==> src/verilog/tdc_pkg.sv <==
// package for the eight-bit dual compare timer core
// assumes a single system clock and a plain register port around the core
package tdc_pkg;
   // register indices on the plain register port
   localparam logic [3:0] ADDR_CTRL_A = 4'h0;
   localparam logic [3:0] ADDR_CTRL_B = 4'h1;
   localparam logic [3:0] ADDR_COUNT = 4'h2;
   localparam logic [3:0] ADDR_CMP_A = 4'h3;
   localparam logic [3:0] ADDR_CMP_B = 4'h4;
   localparam logic [3:0] ADDR_MASK = 4'h5;
   localparam logic [3:0] ADDR_FLAG = 4'h6;
   localparam logic [3:0] ADDR_POWER = 4'h7;
   // counter extremes
   localparam logic [7:0] CNT_BOTTOM = 8'h00;
   localparam logic [7:0] CNT_MAX = 8'hff;
   // waveform modes
   localparam logic [2:0] WGM_NORMAL = 3'h0;
   localparam logic [2:0] WGM_PC_MAX = 3'h1;
   localparam logic [2:0] WGM_CTC = 3'h2;
   localparam logic [2:0] WGM_FAST_MAX = 3'h3;
   localparam logic [2:0] WGM_PC_OCRA = 3'h5;
   localparam logic [2:0] WGM_FAST_OCRA = 3'h7;
   // clock select codes
   localparam logic [2:0] CS_STOP = 3'h0;
   localparam logic [2:0] CS_DIV1 = 3'h1;
   localparam logic [2:0] CS_DIV8 = 3'h2;
   localparam logic [2:0] CS_DIV64 = 3'h3;
   localparam logic [2:0] CS_DIV256 = 3'h4;
   localparam logic [2:0] CS_DIV1024 = 3'h5;
   localparam logic [2:0] CS_EXT_FALL = 3'h6;
   localparam logic [2:0] CS_EXT_RISE = 3'h7;
   // prescaler width (divides up to 1024)
   localparam int PRESC_W = 10;
   // flag bit positions
   localparam int FLAG_OVF = 0;
   localparam int FLAG_CMPA = 1;
   localparam int FLAG_CMPB = 2;
   // reset values
   localparam logic [7:0] RST_BYTE = 8'h00;
   localparam logic RST_POWER = 1'b1;
   // register port request
   typedef struct packed {
      logic [3:0] addr;
      logic [7:0] wdata;
      logic wr;
      logic rd;
   } tdc_req_t;
   // interrupt acknowledge from the vector logic
   typedef struct packed {
      logic ovf;
      logic cmpa;
      logic cmpb;
   } tdc_ack_t;
endpackage : tdc_pkg

==> src/verilog/tdc_timer.sv <==
// eight-bit timer core with counter, two compare units and three flags
// assumes register port and interrupt acknowledges on i_clk_sys, pin is async
`timescale 1ns/1ns
module tdc_timer #(
   parameter int CNT_W = 8
) (
   // clock and reset
   input wire logic i_clk_sys,
   input wire logic i_rst_b,
   // register port
   input wire tdc_pkg::tdc_req_t i_req,
   output logic [7:0] o_rdata,
   // interrupt service acknowledges
   input wire tdc_pkg::tdc_ack_t i_ack,
   // external count pin
   input wire logic i_external_count_pin,
   // outputs
   output logic o_compare_a_output,
   output logic o_compare_b_output,
   output logic [2:0] o_irq
);
   // control and data registers
   logic [7:0] ctrl_a_reg;
   logic [7:0] ctrl_b_reg;
   logic [CNT_W-1:0] count_value_reg;
   logic [CNT_W-1:0] cmp_a_reg;
   logic [CNT_W-1:0] cmp_b_reg;
   logic [CNT_W-1:0] buf_a_reg;
   logic [CNT_W-1:0] buf_b_reg;
   logic [2:0] timer_mask_reg;
   logic [2:0] timer_flag_reg;
   logic timer_power_reduce_bit_reg;
   logic dir_down_reg;
   logic block_reg;
   logic [tdc_pkg::PRESC_W-1:0] presc_reg;
   logic pin_s1_reg;
   logic pin_s2_reg;
   logic pin_s3_reg;
   logic [7:0] rdata_next;

   // field decode
   wire [2:0] clock_select_field = ctrl_b_reg[2:0];
   wire waveform_mode_bit0 = ctrl_a_reg[0];
   wire waveform_mode_bit1 = ctrl_a_reg[1];
   wire waveform_mode_bit2 = ctrl_b_reg[3];
   wire [2:0] waveform_mode_field = {waveform_mode_bit2, waveform_mode_bit1,
      waveform_mode_bit0};
   wire [1:0] compare_output_mode_a = ctrl_a_reg[7:6];
   wire [1:0] compare_output_mode_b = ctrl_a_reg[5:4];
   wire force_compare_strobe_a = i_req.wr && i_req.addr == tdc_pkg::ADDR_CTRL_B
      && i_req.wdata[7];
   wire force_compare_strobe_b = i_req.wr && i_req.addr == tdc_pkg::ADDR_CTRL_B
      && i_req.wdata[6];

   // mode classes
   wire mode_pwm = waveform_mode_field[0]; // modes 1,3,5,7 are pwm
   wire mode_fast = mode_pwm && waveform_mode_field[1];
   wire mode_pc = mode_pwm && !waveform_mode_field[1];
   wire mode_ctc = waveform_mode_field == tdc_pkg::WGM_CTC;
   wire top_is_cmpa = mode_ctc || (mode_pwm && waveform_mode_field[2]);

   // write strobes
   wire wr_count = i_req.wr && i_req.addr == tdc_pkg::ADDR_COUNT;
   wire wr_cmp_a = i_req.wr && i_req.addr == tdc_pkg::ADDR_CMP_A;
   wire wr_cmp_b = i_req.wr && i_req.addr == tdc_pkg::ADDR_CMP_B;
   wire wr_flag = i_req.wr && i_req.addr == tdc_pkg::ADDR_FLAG;

   // prescaler taps
   function automatic logic tap_hit(input logic [tdc_pkg::PRESC_W-1:0] p,
      input int bits);
      logic [tdc_pkg::PRESC_W-1:0] m;
      m = tdc_pkg::PRESC_W'((1 << bits) - 1);
      tap_hit = (p & m) == m;
   endfunction : tap_hit

   // pin edge detect reads only the second and third stages
   wire pin_rise = pin_s2_reg && !pin_s3_reg;
   wire pin_fall = !pin_s2_reg && pin_s3_reg;

   // timer tick select
   logic timer_tick;
   always_comb begin
      case (clock_select_field)
         tdc_pkg::CS_STOP: timer_tick = 1'b0;
         tdc_pkg::CS_DIV1: timer_tick = 1'b1;
         tdc_pkg::CS_DIV8: timer_tick = tap_hit(presc_reg, 3);
         tdc_pkg::CS_DIV64: timer_tick = tap_hit(presc_reg, 6);
         tdc_pkg::CS_DIV256: timer_tick = tap_hit(presc_reg, 8);
         tdc_pkg::CS_DIV1024: timer_tick = tap_hit(presc_reg, 10);
         tdc_pkg::CS_EXT_FALL: timer_tick = pin_fall;
         default: timer_tick = pin_rise;
      endcase
   end
   wire tick = timer_tick && !timer_power_reduce_bit_reg;

   // extremes and top
   wire at_bottom = count_value_reg == tdc_pkg::CNT_BOTTOM;
   wire at_max = count_value_reg == tdc_pkg::CNT_MAX;
   wire [CNT_W-1:0] top_value = top_is_cmpa ? cmp_a_reg : tdc_pkg::CNT_MAX;
   wire at_top = count_value_reg == top_value;

   // comparator with blocking after counter writes
   wire match_a = (count_value_reg == cmp_a_reg) && !block_reg;
   wire match_b = (count_value_reg == cmp_b_reg) && !block_reg;

   // counter next value
   logic [CNT_W-1:0] count_next;
   logic dir_next;
   always_comb begin
      count_next = count_value_reg;
      dir_next = dir_down_reg;
      if (wr_count) begin
         count_next = i_req.wdata;
      end else if (tick) begin
         if (mode_pc) begin
            if (at_top) begin
               dir_next = 1'b1;
            end else if (at_bottom) begin
               dir_next = 1'b0;
            end
            if (dir_next) begin
               count_next = count_value_reg - 1'b1;
            end else begin
               count_next = count_value_reg + 1'b1;
            end
         end else if (top_is_cmpa && at_top) begin
            count_next = tdc_pkg::CNT_BOTTOM;
         end else begin
            count_next = count_value_reg + 1'b1;
         end
      end
   end

   // overflow point by mode
   wire ovf_event = tick && !wr_count && (mode_pc ? at_bottom && dir_down_reg
      : (mode_fast ? at_top : at_max));

   // buffer load point and host path
   wire load_buf = tick && (mode_pc ? at_top : at_bottom);
   logic [CNT_W-1:0] cmp_a_next;
   logic [CNT_W-1:0] cmp_b_next;
   always_comb begin
      cmp_a_next = cmp_a_reg;
      cmp_b_next = cmp_b_reg;
      if (!mode_pwm) begin
         if (wr_cmp_a) cmp_a_next = i_req.wdata;
         if (wr_cmp_b) cmp_b_next = i_req.wdata;
      end else if (load_buf) begin
         cmp_a_next = buf_a_reg;
         cmp_b_next = buf_b_reg;
      end
   end

   // waveform action per unit
   function automatic logic wave_next(input logic cur, input logic [1:0] com,
      input logic fire, input logic pwm, input logic fast, input logic dn,
      input logic top_evt);
      wave_next = cur;
      if (!pwm) begin
         if (fire) begin
            case (com)
               2'h1: wave_next = !cur;
               2'h2: wave_next = 1'b0;
               2'h3: wave_next = 1'b1;
               default: wave_next = cur;
            endcase
         end
      end else if (com[1]) begin
         if (fast) begin
            if (fire) wave_next = com[0];
            else if (top_evt) wave_next = !com[0];
         end else if (fire) begin
            wave_next = dn ? !com[0] : com[0];
         end
      end
   endfunction : wave_next

   wire fire_a = (tick && match_a) || (!mode_pwm && force_compare_strobe_a);
   wire fire_b = (tick && match_b) || (!mode_pwm && force_compare_strobe_b);
   wire wave_a_next = wave_next(o_compare_a_output, compare_output_mode_a, fire_a,
      mode_pwm, mode_fast, dir_down_reg, tick && at_top);
   wire wave_b_next = wave_next(o_compare_b_output, compare_output_mode_b, fire_b,
      mode_pwm, mode_fast, dir_down_reg, tick && at_top);

   // flags: set wins over clear
   wire [2:0] flag_set = {tick && match_b, tick && match_a, ovf_event};
   wire [2:0] flag_clr = (wr_flag ? i_req.wdata[2:0] : 3'h0) | {i_ack.cmpb,
      i_ack.cmpa, i_ack.ovf};
   wire [2:0] flag_next = (timer_flag_reg & ~flag_clr) | flag_set;

   // read mux
   always_comb begin
      rdata_next = 8'h00;
      if (i_req.addr == tdc_pkg::ADDR_CTRL_A) rdata_next = ctrl_a_reg;
      else if (i_req.addr == tdc_pkg::ADDR_CTRL_B) rdata_next = {2'h0, ctrl_b_reg[5:0]};
      else if (i_req.addr == tdc_pkg::ADDR_COUNT) rdata_next = count_value_reg;
      else if (i_req.addr == tdc_pkg::ADDR_CMP_A) rdata_next = mode_pwm ? buf_a_reg : cmp_a_reg;
      else if (i_req.addr == tdc_pkg::ADDR_CMP_B) rdata_next = mode_pwm ? buf_b_reg : cmp_b_reg;
      else if (i_req.addr == tdc_pkg::ADDR_MASK) rdata_next = {5'h0, timer_mask_reg};
      else if (i_req.addr == tdc_pkg::ADDR_FLAG) rdata_next = {5'h0, timer_flag_reg};
      else if (i_req.addr == tdc_pkg::ADDR_POWER) rdata_next = {7'h0, timer_power_reduce_bit_reg};
   end

   // pin synchroniser and prescaler
   always_ff @(posedge i_clk_sys or negedge i_rst_b) begin
      if (!i_rst_b) begin
         pin_s1_reg <= 1'b0;
         pin_s2_reg <= 1'b0;
         pin_s3_reg <= 1'b0;
         presc_reg <= '0;
      end else begin
         pin_s1_reg <= i_external_count_pin;
         pin_s2_reg <= pin_s1_reg;
         pin_s3_reg <= pin_s2_reg;
         presc_reg <= presc_reg + 1'b1;
      end
   end

   // host control registers
   always_ff @(posedge i_clk_sys or negedge i_rst_b) begin
      if (!i_rst_b) begin
         ctrl_a_reg <= tdc_pkg::RST_BYTE;
         ctrl_b_reg <= tdc_pkg::RST_BYTE;
         timer_mask_reg <= 3'h0;
         timer_power_reduce_bit_reg <= tdc_pkg::RST_POWER;
         buf_a_reg <= tdc_pkg::RST_BYTE;
         buf_b_reg <= tdc_pkg::RST_BYTE;
      end else if (i_req.wr) begin
         if (i_req.addr == tdc_pkg::ADDR_CTRL_A) ctrl_a_reg <= i_req.wdata;
         if (i_req.addr == tdc_pkg::ADDR_CTRL_B) ctrl_b_reg <= {2'h0, i_req.wdata[5:0]};
         if (i_req.addr == tdc_pkg::ADDR_MASK) timer_mask_reg <= i_req.wdata[2:0];
         if (i_req.addr == tdc_pkg::ADDR_POWER) timer_power_reduce_bit_reg <= i_req.wdata[0];
         if (wr_cmp_a) buf_a_reg <= i_req.wdata;
         if (wr_cmp_b) buf_b_reg <= i_req.wdata;
      end
   end

   // counter, compare and block state
   always_ff @(posedge i_clk_sys or negedge i_rst_b) begin
      if (!i_rst_b) begin
         count_value_reg <= tdc_pkg::RST_BYTE;
         dir_down_reg <= 1'b0;
         cmp_a_reg <= tdc_pkg::RST_BYTE;
         cmp_b_reg <= tdc_pkg::RST_BYTE;
         block_reg <= 1'b0;
      end else begin
         count_value_reg <= count_next;
         dir_down_reg <= mode_pc ? dir_next : 1'b0;
         cmp_a_reg <= cmp_a_next;
         cmp_b_reg <= cmp_b_next;
         if (wr_count) block_reg <= 1'b1;
         else if (tick) block_reg <= 1'b0;
      end
   end

   // flags, outputs and read data
   always_ff @(posedge i_clk_sys or negedge i_rst_b) begin
      if (!i_rst_b) begin
         timer_flag_reg <= 3'h0;
         o_irq <= 3'h0;
         o_compare_a_output <= 1'b0;
         o_compare_b_output <= 1'b0;
         o_rdata <= 8'h00;
      end else begin
         timer_flag_reg <= flag_next;
         o_irq <= flag_next & timer_mask_reg;
         o_compare_a_output <= wave_a_next;
         o_compare_b_output <= wave_b_next;
         o_rdata <= i_req.rd ? rdata_next : 8'h00;
      end
   end

   // checks
   a_flag_set_cmpa: assert property (@(posedge i_clk_sys) disable iff (!i_rst_b)
      tick && match_a |=> timer_flag_reg[tdc_pkg::FLAG_CMPA])
      else $error("compare a flag not set after match");
   a_count_write_wins: assert property (@(posedge i_clk_sys) disable iff (!i_rst_b)
      wr_count |=> count_value_reg == $past(i_req.wdata))
      else $error("counter write lost");
   a_stop_holds: assert property (@(posedge i_clk_sys) disable iff (!i_rst_b)
      clock_select_field == tdc_pkg::CS_STOP && !wr_count |=> $stable(count_value_reg))
      else $error("counter moved while stopped");
   a_power_holds: assert property (@(posedge i_clk_sys) disable iff (!i_rst_b)
      timer_power_reduce_bit_reg && !wr_count |=> $stable(count_value_reg))
      else $error("counter moved while powered down");
   a_block_match: assert property (@(posedge i_clk_sys) disable iff (!i_rst_b)
      wr_count ##1 !tick[*2] |-> !match_a && !match_b)
      else $error("match not blocked after counter write");
   a_normal_wrap: assert property (@(posedge i_clk_sys) disable iff (!i_rst_b)
      waveform_mode_field == tdc_pkg::WGM_NORMAL && tick && at_max && !wr_count
      |=> count_value_reg == tdc_pkg::CNT_BOTTOM && timer_flag_reg[tdc_pkg::FLAG_OVF])
      else $error("normal mode wrap or overflow wrong");
   a_ctc_clear: assert property (@(posedge i_clk_sys) disable iff (!i_rst_b)
      mode_ctc && tick && at_top && !wr_count |=> count_value_reg == tdc_pkg::CNT_BOTTOM)
      else $error("ctc clear missing");
   a_flag_write_one: assert property (@(posedge i_clk_sys) disable iff (!i_rst_b)
      wr_flag && i_req.wdata[0] && !ovf_event |=> !timer_flag_reg[tdc_pkg::FLAG_OVF])
      else $error("flag not cleared by one");
   a_flag_write_zero: assert property (@(posedge i_clk_sys) disable iff (!i_rst_b)
      wr_flag && !i_req.wdata[1] && !i_ack.cmpa && timer_flag_reg[1] |=> timer_flag_reg[1])
      else $error("flag cleared by zero");
   a_irq_masked: assert property (@(posedge i_clk_sys) disable iff (!i_rst_b)
      ##1 o_irq == (timer_flag_reg & $past(timer_mask_reg)))
      else $error("interrupt gating wrong");

   c_ovf: cover property (@(posedge i_clk_sys) disable iff (!i_rst_b) ovf_event);
   c_match_b: cover property (@(posedge i_clk_sys) disable iff (!i_rst_b) tick && match_b);
   c_force: cover property (@(posedge i_clk_sys) disable iff (!i_rst_b)
      force_compare_strobe_a && !mode_pwm);
   c_buf_load: cover property (@(posedge i_clk_sys) disable iff (!i_rst_b)
      load_buf && mode_pwm);
endmodule : tdc_timer

==> config.mk <==
export PLATFORM = sky130hd
export DESIGN_NAME = tdc_timer
export DESIGN_NICKNAME = d
export VERILOG_FILES = /design/src/verilog/tdc_pkg.sv /design/src/verilog/tdc_timer.sv
export SDC_FILE = /design/constraint.sdc
export NUM_CORES = 1
export LEC_CHECK = 0
export BUFFER_PORTS_ARGS = -buffer_cell sky130_fd_sc_hd__clkbuf_2
export CAP_MARGIN = 30
export CELL_PAD_IN_SITES_DETAIL_PLACEMENT = 0
export CELL_PAD_IN_SITES_GLOBAL_PLACEMENT = 2
export CORE_AREA = 2 2 149 93
export DETAILED_ROUTE_END_ITERATION = 10
export DIE_AREA = 0 0 151 95
export PLACE_DENSITY = 0.87
export SYNTH_ARGS = -nofsm -noshare
export SYNTH_HDL_FRONTEND = slang
export SYNTH_SLANG_ARGS = --single-unit
==> constraint.sdc <==
create_clock -name i_clk_sys -period 3.3 [get_ports i_clk_sys]
set_input_delay 0.495 -clock i_clk_sys [delete_from_list [all_inputs] [get_ports i_clk_sys]]
set_output_delay 0.495 -clock i_clk_sys [all_outputs]
set_load 0.03 [all_outputs]
==> Word-level counts from Yosys, hierarchy flattened <==
Index checks and enable logic that the tools add are counted.
{ "classes": {"n_bitwise": 5, "n_eq_ne": 37, "n_mux": 56, "n_reduce_logical": 60, "n_addsub": 3} }
{ "op_table": {"columns": ["op", "count"], "rows": [
  ["8-bit 2-to-1 mux", 20],
  ["1-bit 2-to-1 mux", 30],
  ["1-bit logical AND", 25],
  ["8-bit equality test", 3],
  ["2-bit AND reduction", 9],
  ["4-bit by 3-bit equality test with 1-bit output, second input constant", 4],
  ["8-bit equality test, second input constant", 2],
  ["3-bit equality test, second input constant", 4],
  ["3-bit by 1-bit != test with 1-bit output, second input constant", 4],
  ["1-bit zero test", 11],
  ["10-bit by 1-bit adder with 10-bit output, second input constant", 1],
  ["10-bit equality test, second input constant", 1],
  ["5-bit AND reduction", 2],
  ["2-bit nonzero test", 5],
  ["3-bit by 2-bit equality test with 1-bit output, second input constant", 3],
  ["3-bit 2-to-1 mux", 3],
  ["8-bit by 1-bit adder with 8-bit output, second input constant", 1],
  ["2-bit equality test, second input constant", 4],
  ["4-bit by 2-bit equality test with 1-bit output, second input constant", 2],
  ["8-bit zero test", 1],
  ["2-bit by 1-bit != test with 1-bit output, second input constant", 4],
  ["4-bit nonzero test", 2],
  ["8-bit by 1-bit subtractor with 8-bit output, second input constant", 1],
  ["1-bit one-hot mux with 7 select lines", 1],
  ["other kinds (12)", 18]
]} }
{ "totals": {"in_bits": 20, "reg_bits": 89, "word_cells": 181} }

==> Logic depth before layout (Yosys ltp) <==
{ "logic_depth": {"ltp_word": 12, "ltp_mapped": 11, "ltp_nobuf": 9} }

==> Least setup slack after synthesis <==
OpenSTA, ideal clock, no wires.
{ "synth_path": {"path_kind": "register -> register", "start": "register presc_reg[0] (netlist name)", "end": "register cmp_b_reg[0]", "path_buffers": 1, "synth_period_minus_slack_ns": 2.356, "setup_time_ns": 0.127, "stages_incl_launch_ff": 10, "t_arrival_ns": 2.228, "path_slack_ns": 0.944, "required_time_ns": 3.173, "path_cell_list": "dfrtp_1 ha_1 nand3_2 nor3_2 a21oi_1 or2_1 clkbuf_1 a2111o_1 o21ai_2 mux2_1"} }
{ "synth_via": {"elab_chain_cells": 6} }
{ "synth_lines": {"columns": ["item", "line_no", "rtl"], "rows": [
  ["from (decl)", "tdc_timer.sv:35", "logic [tdc_pkg::PRESC_W-1:0] presc_reg;"],
  ["from (signal assigned)", "tdc_timer.sv:215", "presc_reg <= presc_reg + 1'b1;"],
  ["10-bit equality test, or another cell as far along", "tdc_timer.sv:73", "tap_hit = (p & m) == m;"],
  ["1-bit one-hot mux with 7 select lines *", "tdc_timer.sv:83", "case (clock_select_field)"],
  ["1-bit logical AND *", "tdc_timer.sv:94", "wire tick = timer_tick && !timer_power_reduce_bit_reg;"],
  ["1-bit logical AND *", "tdc_timer.sv:139", "wire load_buf = tick && (mode_pc ? at_top : at_bottom);"],
  ["2-bit by 1-bit != test with 1-bit output (no line) *", null, null],
  ["2-bit AND reduction (no line) *", null, null],
  ["to (signal assigned)", "tdc_timer.sv:244", "cmp_b_reg <= tdc_pkg::RST_BYTE;"],
  ["to (signal assigned)", "tdc_timer.sv:250", "cmp_b_reg <= cmp_b_next;"],
  ["to (decl)", "tdc_timer.sv:27", "logic [CNT_W-1:0] cmp_b_reg;"]
]} }
Mark *: on every way between the ends. The rest lies on a longest branch, timed or not.
A chain may end at the register's enable or synchronous reset.

==> Worst setup path after layout <==
Same ends and word-level chain as after synthesis.

==> reports/results.txt <==
Status: finished, final reports clean
Initial antenna violation count: 0
Asr flop ratio synth: 1.00
Vias in the first global route: 3,891
Final hold violation count: 0
Fin crit share: 0.837
Hold Buf Count CTS: 0
Setup Skew: 0.0137 ns
Port Buffer Count: 32
Via count: 4,102
Leading area contributor after synthesis: dfrtp_1
Met1 Use GR: 0.355
Syn_area_per_cell: 9.57 um^2
Leakage: 2.52 nW
Seq. cell area: 2230 um^2
Area share of the largest cell type after synthesis: 0.444
Clock edge transition at the registers on the reported setup and hold paths: 0.07 ns
Post-Synth Adder-Cell Area: 0.0101
Slew HR: 0.487
Crit. End Element: register
Synth Warn #: 0
Fmax: 362 MHz
Final core occ: 0.433
Clock latency on the worst-skew pair: 0.34 ns
Mapped Cells: 519
Critical Path Fanout Max: 15
Final Non-Filler Cells: 733
Sw frac: 0.358
Drt pass-1 iters: 5
X dimension of the die: 151 um
Max H-tree Level: 3
Distinct cells, synth: 65
Routed Antenna Nets: 0
Diode count: 0
GRT overflow: 0
Multiplexer share of the synthesized area: 0.132
Synth Flop Type: dfrtp_1
WL/cell: 20.2 um
Area of the multi-input gates: 2560 um^2
Maximum VDD drop: 360 uV
Most common cell after layout, fill and taps aside: nand2_1
Sw Pwr: 1.43 mW
Row cnt: 33
HP Class: in2async
Core area: 13,100 um^2
CP Data Required Time: 3.52 ns
Final Critical Period: 2.76 ns
Dpl cells: 718
Met3 usage in global routing: 0.0691
CTS tree: built
Largest family of logic cells by synthesized area: simple AND/OR/NAND/NOR gates
1st-iter DRT viols: 293
Share of cells above drive strength 1: 0.203
Filler Cell Count: 1,296
Worst setup SP type: register
DR vias/cell: 5.60
Number of setup buffers added after CTS: 0
NumNets Final: 578
FF+latch count, synth: 89
CTS sink count: 89
Flop pwr share: 0.410
RSZ-0062 raised after global routing: no
Clock share of power: 0.270
Post-synth EDFFs: 0
Max cap viols: 0
First-pass GRT wire length: 23,300 um
Synth Area in Compound Gates: 0.136
Int Power: 2.57 mW
PD cells: 704 nW/um^2
IO Pins: 33
Cts bufs inserted: 9
Worst-margin pin slew: 0.769 ns
HPWL after DPL: 11,200 um
Met2 usage: 0.287
CTS root buf: clkbuf_16
Seq/Total Area, Yosys: 0.449
Max Transition Viols Final: 0
Clock Tree Buf Depth: 2
Comb power frac: 0.320
Resized cells post-CTS: 0
Routed WL: 14,800 um
Die Span Y: 95 um
Worst Path Class, Setup: reg2reg
Arrival @ worst endpoint: 2.98 ns
P&R area growth vs syn: 14.6%
Die area: 14,300 um^2
Overall routing resource usage: 0.222
Synth Cell Area: 4960 um^2
Gr busiest metal: met1
Largest net degree at the start of global routing: 33
Initial Util: 0.378
Commonest cells after routing, fill and taps aside: nand2_1 (96), dfrtp_1 (88), nor2_1 (36), clkbuf_2 (31), mux2_2 (28)
Simple-gate area share of the yosys netlist: 0.192
Post-synthesis xor/xnor area fraction: 0.0459
GP Congestion: 1.04
Mapped Nets: 543
Sum Neg Setup Slack: 0 ns
Main area contributors after synthesis: dfrtp_1 (44%), nand2_1 (7.3%), mux2_2 (6.4%)
Max reg flops: 10
# DRC: 0
Final setup violation count: 0
## kinds of logic after synthesis
family                     Yosys count
muxes                               57
xor gates and xnor gates            26
and+or+nand+nor                    201
adders and majority gates            4
DFF                                 89
AOI/OAI and AO/OA                   99
buffers and inverters               43
## worst max-delay path, stage by stage (launching register included)
cell	delay, ns
dfrtp_1	0.38
ha_1	0.20
nand3_2	0.12
nor3_2	0.24
a21oi_1	0.12
or2_1	0.46
a2111o_1	0.50
o21ai_2	0.23
mux2_1	0.38
## path summary, 6_finish.rpt
path,start,end,slack (ns),cells after the start
max,presc_reg[0],cmp_b_reg[0],0.54,8
min reg2reg,pin_s1_reg,pin_s2_reg,0.35,0
max in group asynchronous,i_rst_b,timer_power_reduce_bit_reg,2.43,2
min,i_rst_b,count_value_reg[0],0.08,1
min in group i_clk_sys,i_external_count_pin,pin_s1_reg,0.26,1
max reg2reg,presc_reg[0],cmp_b_reg[0],0.54,8
## power by group through the flow
stage,registers [mW],clock network (mW),logic [mW]
3_5_place_dp,1.66,0,1.26
5_1_grt,1.68,1.15,1.42
6_report,1.64,1.08,1.28
4_1_cts,1.64,1.11,1.27
3_3_place_gp,1.64,0,1.25
2_1_floorplan,1.54,0,0.952
## layout make-up
type                    count  share of cell area
clock buffers              10              0.0403
clock inverters             5              0.0143
inverters                  15             0.00990
multi-input cells         387               0.450
flip-flops and latches     89               0.392
well taps                 175              0.0385
repair buffers             52              0.0550
## Yosys cell counts, types with 8 or more instances
master	count
a211oi_1	11
a21oi_1	25
buf_2	8
clkbuf_1	16
dfrtp_1	88
inv_1	14
mux2_1	8
mux2_2	28
mux2_4	8
mux2i_1	13
nand2_1	96
nand3_1	14
nor2_1	36
nor3_1	9
o21ai_0	21
xnor2_1	21
## per-stage QoR
stage	area, um^2	hold WS (ns)	setup slack, ns	power, mW
5_1_grt	5690	0.0967	0.369	4.25
2_1_floorplan	4960	0.199	0.944	2.49
3_3_place_gp	5380	0.335	0.580	2.90
4_1_cts	5690	0.0916	0.517	4.01
6_report	5690	0.0754	0.539	4.00
3_5_place_dp	5380	0.341	0.528	2.92
## per-layer routing
layer / vias to the layer above / share of wire
met3: 5 / 0.095
met2: 182 / 0.38
li1: 1917 / -
met4: 0 / 0.0030
met1: 1998 / 0.52
met5: - / 0
(Power assumes the default switching activity.)
